**config.mk**
```make
export PLATFORM = sky130hd
export DESIGN_NAME = media_converter_status
export DESIGN_NICKNAME = d
export VERILOG_FILES = /design/src/media_status_pkg.sv /design/src/media_converter_status.sv
export VERILOG_INCLUDE_DIRS = /design/src
export SDC_FILE = /design/constraint.sdc
export NUM_CORES = 1
export LEC_CHECK = 0
export ABC_CLOCK_PERIOD_IN_PS = 5130
export BUFFER_PORTS_ARGS = -buffer_cell sky130_fd_sc_hd__buf_2
export CAP_MARGIN = 40
export CORE_ASPECT_RATIO = 1.4
export CORE_MARGIN = 8
export CORE_UTILIZATION = 40
export CTS_CLUSTER_SIZE = 8
export DETAILED_ROUTE_END_ITERATION = 16
export GPL_ROUTABILITY_DRIVEN = 0
export GPL_TIMING_DRIVEN = 0
export PLACE_DENSITY = 0.61
export SKIP_CTS_REPAIR_TIMING = 1
export SLEW_MARGIN = 5
export SYNTH_ARGS = -nofsm -noshare
export SYNTH_HDL_FRONTEND = slang
export SYNTH_SLANG_ARGS = --single-unit
```
**constraint.sdc**
```tcl
create_clock -name pclk -period 5.13 [get_ports pclk]
set_input_delay 0.2565 -clock pclk [delete_from_list [all_inputs] [get_ports pclk]]
set_output_delay 0.2565 -clock pclk [all_outputs]
set_load 0.03 [all_outputs]
```
**src/media_status_map.svh**
```systemverilog
// offsets, fields, reset values and timing counts of the media converter status block
`ifndef MEDIA_STATUS_MAP_SVH
`define MEDIA_STATUS_MAP_SVH
`define ADDR_W 12
`define REG_CTRL 12'h000
`define REG_STATUS 12'h004
`define REG_IRQ_STATUS 12'h008
`define REG_IRQ_MASK 12'h00c
`define CTRL_ESM_LSB 0
`define CTRL_SPEED_LSB 4
`define CTRL_RESET 32'h0000_0001
`define IRQ_W 4
`define IRQ_MOVED 0
`define IRQ_INVALID 1
`define IRQ_FAULT 2
`define IRQ_LINKUP 3
`define SW_LAST_VALID 4'h3
`define SPEED_100 2'h1
`define CLK_KHZ 25000
`define CLK_PERIOD_NS 40
`define LATENCY_NS 1000
`define LATENCY_CYC ((`LATENCY_NS + `CLK_PERIOD_NS - 1) / `CLK_PERIOD_NS)
`define TICK_MS 50
`define TICK_CYC (`TICK_MS * `CLK_KHZ)
`define TICKS_PER_FRAME 5'h18
`define FLASH_TICKS 5'h04
`endif

```
**src/media_status_pkg.sv**
```systemverilog
// types of the media converter status block
package media_status_pkg;
    typedef struct packed {
        logic valid;
        logic [7:0] data;
    } beat_type;
    typedef enum logic [1:0] {
        MODE_COPPER_TO_TRX = 2'b00,
        MODE_TRX_TO_COPPER = 2'b01,
        MODE_TRX_TO_TRX = 2'b10,
        MODE_ETHERNET = 2'b11
    } mode_type;
    typedef enum logic [1:0] {
        SUP_CAPTURE = 2'b00,
        SUP_INVALID = 2'b01,
        SUP_RUN = 2'b10,
        SUP_MOVED = 2'b11
    } sup_type;
    typedef enum logic [3:0] {
        ESM_INIT = 4'h1,
        ESM_PREOP = 4'h2,
        ESM_BOOT = 4'h3,
        ESM_SAFEOP = 4'h4,
        ESM_OP = 4'h8
    } esm_type;
endpackage : media_status_pkg

```
**src/media_converter_status.sv**
```systemverilog
// status, mode supervision and forwarding of the three-port media converter
//
// How it works
// RULE1: state INIT keeps the run indicator dark.
// RULE2: state PREOP gives a single green flash each frame.
// RULE3: state SAFEOP blinks the run indicator green.
// RULE4: state OP lights the run indicator steady green.
// RULE5: state BOOTSTRAP flickers green, faster than the blink.
// RULE6: switch moved in EtherCAT mode gives steady orange until reset.
// RULE7: switch moved in Ethernet mode gives steady red until reset.
// RULE8: invalid switch at power-on alternates red and green until valid.
// RULE9: copper indicator dark without link, green when linked, blinking on traffic.
// RULE10: switch setting selects forwarding direction or Ethernet operation.
// RULE11: every port forwards with a fixed delay of about one microsecond.
// RULE12: a port with link fault is closed and its traffic looped onward.
// RULE13: EtherCAT mode forces 100 Mbit/s; Ethernet mode takes the set speed.
// RULE14: switch is latched once after reset; later moves only flag mismatch (here a move also stops forwarding on every port).
//
// Decided for this implementation: the register addresses and the APB register port.
`timescale 1ns/1ns
`include "media_status_map.svh"

module media_converter_status
    import media_status_pkg::*;
#(
    parameter int unsigned TICK_CYC = `TICK_CYC
) (
    input wire logic pclk,
    input wire logic presetn,
    input wire logic psel,
    input wire logic penable,
    input wire logic pwrite,
    input wire logic [`ADDR_W-1:0] paddr,
    input wire logic [31:0] pwdata,
    output logic [31:0] prdata,
    output logic pready,
    output logic pslverr,
    input wire logic [3:0] rotary_switch,
    input wire logic [2:0] port_link_up,
    input wire logic copper_activity,
    input wire beat_type copper_port_rx,
    input wire beat_type first_transceiver_port_rx,
    input wire beat_type second_transceiver_port_rx,
    output beat_type copper_port_tx,
    output beat_type first_transceiver_port_tx,
    output beat_type second_transceiver_port_tx,
    output logic [5:0] port_speed,
    output logic run_green,
    output logic run_red,
    output logic link_act_green,
    output logic irq
);
    localparam int unsigned LAT = `LATENCY_CYC;

    // ************************************
    // apb slave and registers
    // ************************************
    logic [31:0] ctrl_reg, ctrl_next;
    logic [31:0] prdata_reg, prdata_next;
    logic pready_reg, pready_next, pslverr_reg, pslverr_next;
    logic [`IRQ_W-1:0] irq_status_reg, irq_status_next, irq_mask_reg, irq_mask_next;
    logic irq_reg, irq_next;
    logic [`IRQ_W-1:0] events;
    logic wr_en, hit;
    logic [31:0] status_word;
    sup_type sup_reg, sup_next;
    mode_type mode_reg, mode_next;
    logic [2:0] link_prev_reg;

    assign wr_en = psel && penable && pready_reg && pwrite;

    always_comb begin
        ctrl_next = ctrl_reg;
        irq_mask_next = irq_mask_reg;
        irq_status_next = irq_status_reg;
        prdata_next = prdata_reg;
        pready_next = 1'b0;
        pslverr_next = 1'b0;
        hit = 1'b1;
        status_word = {24'h0, port_link_up, 1'b0, sup_reg, mode_reg};
        // a setup pending answer comes one cycle into the access phase
        if (psel && penable && !pready_reg) begin
            pready_next = 1'b1;
            case (paddr)
                `REG_CTRL: prdata_next = ctrl_reg;
                `REG_STATUS: prdata_next = status_word;
                `REG_IRQ_STATUS: prdata_next = {28'h0, irq_status_reg};
                `REG_IRQ_MASK: prdata_next = {28'h0, irq_mask_reg};
                default: begin
                    prdata_next = 32'h0;
                    hit = 1'b0;
                end
            endcase
            pslverr_next = !hit;
        end
        if (wr_en) begin
            case (paddr)
                `REG_CTRL: ctrl_next = {26'h0, pwdata[5:0]};
                `REG_IRQ_MASK: irq_mask_next = pwdata[`IRQ_W-1:0];
                `REG_IRQ_STATUS: irq_status_next = irq_status_reg & ~pwdata[`IRQ_W-1:0];
                default: ctrl_next = ctrl_reg;
            endcase
        end
        // an event in the clearing cycle survives
        irq_status_next = irq_status_next | events;
        irq_next = |(irq_status_next & irq_mask_next);
    end

    always_ff @(posedge pclk or negedge presetn) begin
        if (!presetn) begin
            ctrl_reg <= `CTRL_RESET;
            irq_mask_reg <= 4'h0;
            irq_status_reg <= 4'h0;
            prdata_reg <= 32'h0;
            pready_reg <= 1'b0;
            pslverr_reg <= 1'b0;
            irq_reg <= 1'b0;
        end else begin
            ctrl_reg <= ctrl_next;
            irq_mask_reg <= irq_mask_next;
            irq_status_reg <= irq_status_next;
            prdata_reg <= prdata_next;
            pready_reg <= pready_next;
            pslverr_reg <= pslverr_next;
            irq_reg <= irq_next;
        end
    end

    // ************************************
    // rotary switch supervision
    // ************************************
    logic sw_valid;
    assign sw_valid = rotary_switch <= `SW_LAST_VALID;

    always_comb begin
        sup_next = sup_reg;
        mode_next = mode_reg;
        events = 4'h0;
        events[`IRQ_FAULT] = |(link_prev_reg & ~port_link_up);
        events[`IRQ_LINKUP] = port_link_up[0] && !link_prev_reg[0];
        case (sup_reg)
            // RULE14: latch once after reset
            SUP_CAPTURE: begin
                if (sw_valid) begin
                    mode_next = mode_type'(rotary_switch[1:0]);
                    sup_next = SUP_RUN;
                end else begin
                    sup_next = SUP_INVALID;
                    events[`IRQ_INVALID] = 1'b1;
                end
            end
            // RULE8: wait for valid setting
            SUP_INVALID: begin
                if (sw_valid) begin
                    mode_next = mode_type'(rotary_switch[1:0]);
                    sup_next = SUP_RUN;
                end
            end
            // RULE14: a move flags mismatch; SUP_MOVED also stops forwarding
            SUP_RUN: begin
                if (rotary_switch != {2'b00, mode_reg}) begin
                    sup_next = SUP_MOVED;
                    events[`IRQ_MOVED] = 1'b1;
                end
            end
            SUP_MOVED: sup_next = SUP_MOVED;
            default: sup_next = SUP_CAPTURE;
        endcase
    end

    always_ff @(posedge pclk or negedge presetn) begin
        if (!presetn) begin
            sup_reg <= SUP_CAPTURE;
            mode_reg <= MODE_COPPER_TO_TRX;
            link_prev_reg <= 3'b000;
        end else begin
            sup_reg <= sup_next;
            mode_reg <= mode_next;
            link_prev_reg <= port_link_up;
        end
    end

    // ************************************
    // indicator timing
    // ************************************
    logic [31:0] tick_cnt_reg, tick_cnt_next;
    logic [4:0] tick_idx_reg, tick_idx_next;
    logic act_reg, act_next;
    logic run_green_reg, run_green_next, run_red_reg, run_red_next;
    logic la_reg, la_next;
    logic blink_ph, flick_ph, flash_ph;

    assign flick_ph = tick_idx_reg[0];
    assign blink_ph = tick_idx_reg[2];
    assign flash_ph = tick_idx_reg < `FLASH_TICKS;

    always_comb begin
        tick_cnt_next = tick_cnt_reg + 32'h1;
        tick_idx_next = tick_idx_reg;
        if (tick_cnt_reg >= TICK_CYC - 1) begin
            tick_cnt_next = 32'h0;
            tick_idx_next = (tick_idx_reg == `TICKS_PER_FRAME - 5'h1) ? 5'h0 : tick_idx_reg + 5'h1;
        end
        // RULE9: traffic is held until a blink period ends
        act_next = act_reg;
        if (tick_cnt_next == 32'h0 && tick_idx_next[2:0] == 3'h0) begin
            act_next = 1'b0;
        end
        act_next = act_next | copper_activity;
        la_next = !port_link_up[0] ? 1'b0 : (act_reg ? blink_ph : 1'b1);
        run_green_next = 1'b0;
        run_red_next = 1'b0;
        case (sup_reg)
            // RULE8: red and green alternate
            SUP_INVALID: begin
                run_red_next = blink_ph;
                run_green_next = !blink_ph;
            end
            // RULE6: orange, RULE7: red
            SUP_MOVED: begin
                run_red_next = 1'b1;
                run_green_next = mode_reg != MODE_ETHERNET;
            end
            SUP_RUN: begin
                case (esm_type'(ctrl_reg[`CTRL_ESM_LSB +: 4]))
                    // RULE1: init dark
                    ESM_INIT: run_green_next = 1'b0;
                    // RULE2: single flash
                    ESM_PREOP: run_green_next = flash_ph;
                    // RULE3: blinking
                    ESM_SAFEOP: run_green_next = blink_ph;
                    // RULE4: steady green
                    ESM_OP: run_green_next = 1'b1;
                    // RULE5: flicker
                    ESM_BOOT: run_green_next = flick_ph;
                    default: run_green_next = 1'b0;
                endcase
            end
            default: run_green_next = 1'b0;
        endcase
    end

    always_ff @(posedge pclk or negedge presetn) begin
        if (!presetn) begin
            tick_cnt_reg <= 32'h0;
            tick_idx_reg <= 5'h0;
            act_reg <= 1'b0;
            la_reg <= 1'b0;
            run_green_reg <= 1'b0;
            run_red_reg <= 1'b0;
        end else begin
            tick_cnt_reg <= tick_cnt_next;
            tick_idx_reg <= tick_idx_next;
            act_reg <= act_next;
            la_reg <= la_next;
            run_green_reg <= run_green_next;
            run_red_reg <= run_red_next;
        end
    end

    // ************************************
    // forwarding
    // ************************************
    // ring successor of each port; index 0 copper, 1 first, 2 second
    function automatic logic [1:0] succ(input mode_type m, input logic [1:0] p);
        logic [1:0] r;
        r = 2'd0;
        case (m)
            MODE_TRX_TO_COPPER: r = (p == 2'd0) ? 2'd2 : ((p == 2'd2) ? 2'd1 : 2'd0);
            MODE_TRX_TO_TRX: r = (p == 2'd1) ? 2'd2 : ((p == 2'd2) ? 2'd0 : 2'd1);
            default: r = (p == 2'd2) ? 2'd0 : p + 2'd1;
        endcase
        return r;
    endfunction : succ

    beat_type rx [3];
    beat_type fwd [3];
    logic [1:0] dest [3];
    logic [1:0] speed_reg [3];
    logic [1:0] speed_next [3];
    assign rx[0] = copper_port_rx;
    assign rx[1] = first_transceiver_port_rx;
    assign rx[2] = second_transceiver_port_rx;

    always_comb begin
        for (int p = 0; p < 3; p++) begin
            // RULE10: direction from latched mode
            dest[p] = succ(mode_reg, 2'(p));
            // RULE12: skip a closed port, else loop back
            if (!port_link_up[dest[p]]) begin
                dest[p] = succ(mode_reg, dest[p]);
            end
            if (!port_link_up[dest[p]]) begin
                dest[p] = 2'(p);
            end
        end
        for (int o = 0; o < 3; o++) begin
            fwd[o] = '0;
            for (int p = 0; p < 3; p++) begin
                if (dest[p] == 2'(o) && port_link_up[p] && sup_reg == SUP_RUN) begin
                    fwd[o] = fwd[o] | rx[p];
                end
            end
        end
    end

    genvar g;
    generate
        for (g = 0; g < 3; g++) begin : g_port
            beat_type dly_reg [LAT];
            beat_type dly_next [LAT];
            always_comb begin
                // RULE11: fixed delay line
                dly_next[0] = fwd[g];
                for (int i = 1; i < LAT; i++) begin
                    dly_next[i] = dly_reg[i-1];
                end
                // RULE13: EtherCAT pinned at 100 Mbit/s
                speed_next[g] = (mode_reg == MODE_ETHERNET) ? ctrl_reg[`CTRL_SPEED_LSB +: 2]
                                                           : `SPEED_100;
            end
            always_ff @(posedge pclk or negedge presetn) begin
                if (!presetn) begin
                    for (int i = 0; i < LAT; i++) begin
                        dly_reg[i] <= '0;
                    end
                    speed_reg[g] <= `SPEED_100;
                end else begin
                    dly_reg <= dly_next;
                    speed_reg[g] <= speed_next[g];
                end
            end
        end
    endgenerate

    assign copper_port_tx = g_port[0].dly_reg[LAT-1];
    assign first_transceiver_port_tx = g_port[1].dly_reg[LAT-1];
    assign second_transceiver_port_tx = g_port[2].dly_reg[LAT-1];
    assign port_speed = {speed_reg[2], speed_reg[1], speed_reg[0]};
    assign prdata = prdata_reg;
    assign pready = pready_reg;
    assign pslverr = pslverr_reg;
    assign irq = irq_reg;
    assign run_green = run_green_reg;
    assign run_red = run_red_reg;
    assign link_act_green = la_reg;
endmodule : media_converter_status

```
# After elaboration in Yosys (flattened, before gate mapping)

Index checks and enable logic that the tools add are counted.
W data, S select, Z words.

Register bits: 774
Input bits: 84
Output and inout port bits: 71
Word-level logic and storage cells: 345

Add/sub/neg operators: 5
$lt $le $gt $ge: 9
Eq/ne operators: 30
Muxes and demuxes: 75
Bitwise operators: 13
Reductions and logical operators: 45

Operators by type and width:

| kind                    | count |
|---|---|
| $mux W9                 | 9 |
| $or A9 B9 Y9            | 6 |
| $mux W2                 | 21 |
| $add A32 B1 Y32 const B | 1 |
| $ge A32 B21 Y1 const B  | 1 |
| $logic_not A32 Y1       | 1 |
| $mux W32                | 1 |
| $pmux W8 S4             | 1 |
| $eq A12 B4 Y1 const B   | 2 |
| $logic_and A1 B1 Y1     | 24 |
| $mux W1                 | 24 |
| $eq A2 B2 Y1 const B    | 10 |
| $lt A2 B3 Y1 const B    | 6 |
| $eq A2 B1 Y1 const B    | 8 |
| $mux W4                 | 4 |
| $logic_not A2 Y1        | 7 |
| $bmux W1 S2             | 6 |
| $eq A12 B3 Y1 const B   | 1 |
| $logic_not A12 Y1       | 1 |
| $pmux W2 S2             | 3 |
| $and A4 B4 Y4           | 2 |
| $eq A4 B2 Y1 const B    | 2 |
| $pmux W2 S4             | 1 |
| $reduce_or A4 Y1        | 2 |
| 24 further kinds        | 33 |

# Longest topological paths before layout

Word-level depth: 18
Gate-level depth with buffers: 9
Mapped depth without buffers: 8

# Worst setup path before layout

Ideal clock, no wire load.

Kind: register to register
Start point: register tick_cnt_reg[1]
End point: register act_reg
Library setup time: 0.133 ns
Arrival: 2.341 ns
Data required time: 4.997 ns
Path slack: 2.656 ns
Cell stages (with the launch flop): 10
Buffers on the path: 1
Period minus slack after synthesis: 2.474 ns
Path through: dfrtp_1 > ha_1 > buf_2 > nand4_2 > or4_4 > or4b_1 > a22oi_1 > o21ai_1 > o311ai_1 > nand3_1

Word-level cells in the longest chain between the ends: 6
Elaborated cells on any way between the ends: 9
Those cells by class: add/sub: 1; order compare: 1; mux: 3; bitwise: 1; reduce/logical: 3

RTL lines:

| element                                                      | RTL line                                                     | source |
|---|---|---|
| from (decl)                                                  | media_converter_status.sv:186                                | `logic [31:0] tick_cnt_reg, tick_cnt_next;` |
| from (signal assigned)                                       | media_converter_status.sv:252                                | `tick_cnt_reg <= tick_cnt_next;` |
| $add A32 B1 Y32 / $ge A32 B21 Y1 (equally long branches)     | media_converter_status.sv:198, media_converter_status.sv:200 |  |
| $mux W32 / $mux W3 (equally long branches)                   | media_converter_status.sv:200                                | `if (tick_cnt_reg >= TICK_CYC - 1) begin` |
| $logic_not A32 Y1 / $logic_not A3 Y1 (equally long branches) | media_converter_status.sv:206                                | `if (tick_cnt_next == 32'h0 && tick_idx_next[2:0] == 3'h0) begin` |
| $logic_and A1 B1 Y1 *                                        | media_converter_status.sv:206                                |  |
| $mux W1 *                                                    | media_converter_status.sv:206                                |  |
| $or A1 B1 Y1 *                                               | media_converter_status.sv:209                                | `act_next = act_next \| copper_activity;` |
| named net act_next                                           | media_converter_status.sv:188                                | `logic act_reg, act_next;` |
| to (signal assigned)                                         | media_converter_status.sv:254                                | `act_reg <= act_next;` |
| to (decl)                                                    | media_converter_status.sv:188                                |  |

Mark *: on every way through the listed nets, which the timed path passes. The rest lies on a longest branch.
A chain may end at the register's enable or synchronous reset.

==> flow_summary.yaml <==
global_routing:
  grt_first_pass_wirelength_um: 54700
  first_global_vias: 11124
  gr-total-overflow: 0
  grt_max_degree: 128
  antenna_found_initial: 0
  grt_usage_pct: 11.2
pwr:
  p_int_mw: 9.70
  power.density_nw_per_um2: 466
  ir_drop_mv: 0.257
  switching_share_pct: 21.1
  p_seq_share_pct: 48.8
  pwr-share-clk_pct: 48.1
  p_comb_share_pct: 3.1
  leakagePower_nw: 13.8
  total_power_mw: 12.3
  p_sw_mw: 2.60
clock_network:
  cts_max_level: 3
  path_clk_slew_ns: 0.05
  cts.sinks: 750
  cts-root-buf: "clkbuf_16"
  cts_buffer_depth: 3
  cts_tree: "yes"
  clkLatencyLatePin_ns: 0.65
  cts_made_buffers: 103
timing:
  drv_slew: 0
  fin_skew_ns: 0.0485
  setup_viol: 0
  final-hold-violation-count: 0
  slew_headroom_pct: 39.4
  max_freq_mhz: 358
  rsz0062_at_grt: "no"
  worst_pin_slew_ns: 0.906
  period_needed_ns: 2.79
  layout_setup_ws_ns: 2.34
  finalCritPeriodShare_pct: 54.4
min_path:
  hold_depth: 4
  hp-start: "paddr[4]"
  worstHoldEndpoint: "prdata[3]$_DFFE_PN0P_"
  hold_class: "in -> reg"
worst_setup_path:
  path_cells: "dlygate4sd3_1, buf_2, clkbuf_1, inv_1, nor4_1, clkdlybuf4s15_2, a222oi_1, dlygate4sd3_1, inv_1"
  reg2reg_slack_ns: 2.39
  cp-end-kind: "flip-flop"
  critPathLaunchType: "input port"
  path_buf_inv: 7
  crit_slowest_cell: "nor4_1"
  slowest_delay_ns: 0.69
  crit_fanout: 8
  critical_path_class: "in -> reg"
  regToRegStartpoint: "tick_cnt_reg[1]$_DFF_PN0_"
  r2r_cells: 9
  cp_top_family: "buffers and inverters"
  reg2reg_to: "act_reg$_DFF_PN0_"
  crit_arrival_ns: 3.37
  cp.required_ns: 5.71
routing:
  routedWlPerCell_um: 15.3
  antenna_left: 0
  first_pass_iters: 9
  drt-initial-drc-count: 567
  vias_per_cell: 4.50
  routed_wl_um: 33300
  drcViolationCount: 0
  vias: 9762
cells_and_area:
  largest_reg_flops: 648
  antennaDiodeCount: 0
  layout.nets: 1520
  drive_gt1_share_pct: 20.0
  synthToLayoutAreaGrowth_pct: 24.5
placement:
  dp_hpwl_um: 16100
  post-place-ws_ns: 2.43
  port_buffers: 102
logic_synthesis:
  ys_types: 62
  synth_xor_area_share_pct: 0.909
  synth-compound-area-share_pct: 2.92
  netlist_area_um2: 21200
  synth.area.mux_share_pct: 1.30
  synth_simple_gate_area_share_pct: 4.10
  synth_ff_type: "dfrtp_1"
  synthAdderAreaFrac_pct: 0.118
  synth-async-reset-ratio_pct: 100
  yosysWarnings: 0
  yosysSeqAreaShare_pct: 88.5
  synth-seq-cells: 750
  synth_edf_count: 0
  syn_inst: 1122
  synth_top_family_by_area: "simple AND/OR/NAND/NOR gates"
  syn_avg_cell_area_um2: 18.9
die:
  fp-row-count: 100
  start_util_pct: 40.1
  core_area_um2: 52800
  die_x_um: 211
  io_pins: 155
  die_h_um: 288
  die_area_um2: 60700
status:
  outcome: "completed"
run:
  drv_cap: 0
## layout by cell type, fill, tap and decap left out, drive strengths merged, types with 3 or more instances in the layout
cell / count
mux2: 13
and4: 4
mux4: 4
nand2b: 3
o21ai: 18
clkbuf: 133
mux2i: 4
dfrtp: 748
nor2b: 3
inv: 40
xor2: 10
and3: 5
a21oi: 14
nand2: 39
or2: 3
nor4b: 5
clkinv: 7
a222oi: 27
a31oi: 3
conb: 35
a221o: 3
or3: 4
nor2: 32
nand3: 19
xnor2: 12
nand4: 11
buf: 143
nor3: 7
nor4: 9
dlygate4sd3: 60
nand4b: 3
## synthesized netlist by cell type (all sizes together), types with 4 or more instances
master  count  share of area [%]
a21oi      14               0.33
a222oi     27                1.3
and3        5               0.15
and4        4               0.17
buf        33                1.1
clkbuf     14               0.25
dfrtp     748                 88
inv        40               0.71
mux2       13               0.69
mux2i       4               0.19
mux4        4               0.42
nand2      39               0.69
nand3      19               0.45
nand4      11               0.35
nor2       32               0.57
nor3        7               0.19
nor4        9               0.35
nor4b       5               0.24
o21ai      18               0.42
or3         4               0.12
xnor2      12               0.50
xor2       10               0.41
## worst register-to-register path: cells and delay by family (launching register included)
family	cells	cell delay (ns)
AOI/OAI and AO/OA	3	0.60
and+or+nand+nor	4	1.29
buffers and inverters	1	0.17
adders and majority gates	1	0.16
DFF	1	0.39
## cell type report
| type | instances | area (µm²) |
|---|---|---|
| tap | 714 | 893 |
| inverter | 40 | 150 |
| multi-input combinational | 319 | 2110 |
| timing repair buffer | 173 | 1330 |
| clock inverter | 7 | 196 |
| fill | 4238 | 26400 |
| clock buffer | 119 | 2650 |
| buffer | 47 | 293 |
| sequential | 750 | 18800 |
## cell families after synthesis
logic type               after synthesis
adder cells (fa/ha/maj)                2
multiplexers                          21
flip-flops                           750
buffers and inverters                 87
XOR/XNOR                              22
other                                  1
AND/OR/NAND/NOR                      157
AO/OA/AOI/OAI                         82
## layer usage
layer	global-route usage, %	share of wire [%]	vias up
met2	20.2	55	352
met1	11.7	36	5079
met3	3.52	6.0	79
met5	0	0	-
met4	5.28	3.1	0
li1	-	-	4252
## worst max-delay path by stage
| stage | startpoint | depth (start not counted) | slack, ns | to |
|---|---|---|---|---|
| 3_5_place_dp | tick_cnt_reg[1]$_DFF_PN0_ | 9 | 2.43 | act_reg$_DFF_PN0_ |
| 3_3_place_gp | presetn | 1 | -10.73 | g_port[2].dly_next[200]$_DFF_PN0_ |
| 5_1_grt | tick_cnt_reg[0]$_DFF_PN0_ | 9 | 2.19 | act_reg$_DFF_PN0_ |
| 2_1_floorplan | tick_cnt_reg[1]$_DFF_PN0_ | 9 | 2.66 | act_reg$_DFF_PN0_ |
| 6_report | port_link_up[0] | 9 | 2.34 | g_port[0].dly_next[214]$_DFF_PN0_ |
| 4_1_cts | tick_cnt_reg[0]$_DFF_PN0_ | 9 | 2.40 | act_reg$_DFF_PN0_ |
## power by group through the flow
| stage | combinational, mW | clock (mW) | sequential, mW |
|---|---|---|---|
| 2_1_floorplan | 0.152 | 0 | 6.09 |
| 3_3_place_gp | 0.324 | 0 | 6.09 |
| 3_5_place_dp | 0.358 | 0 | 6.09 |
| 4_1_cts | 0.361 | 6.15 | 6.00 |
| 5_1_grt | 0.432 | 6.40 | 6.00 |
| 6_report | 0.379 | 5.91 | 6.00 |
## metrics by stage
stage | std cells | util, % | instance area [µm²] | TNS, ns | hold slack, ns
after floorplan | 1156 | - | 21300 | 0 | -0.0391
after global placement | 1972 | 43.0 | 22700 | -7990.52 | 0.331
after detailed placement | 1983 | 43.5 | 22900 | 0 | 0.295
after CTS | 2109 | 48.8 | 25800 | 0 | -0.379
after global routing | 2169 | 50.0 | 26400 | 0 | 0.0121
final | 2169 | 50.0 | 26400 | 0 | 0.00952
(Power assumes the default switching activity.)
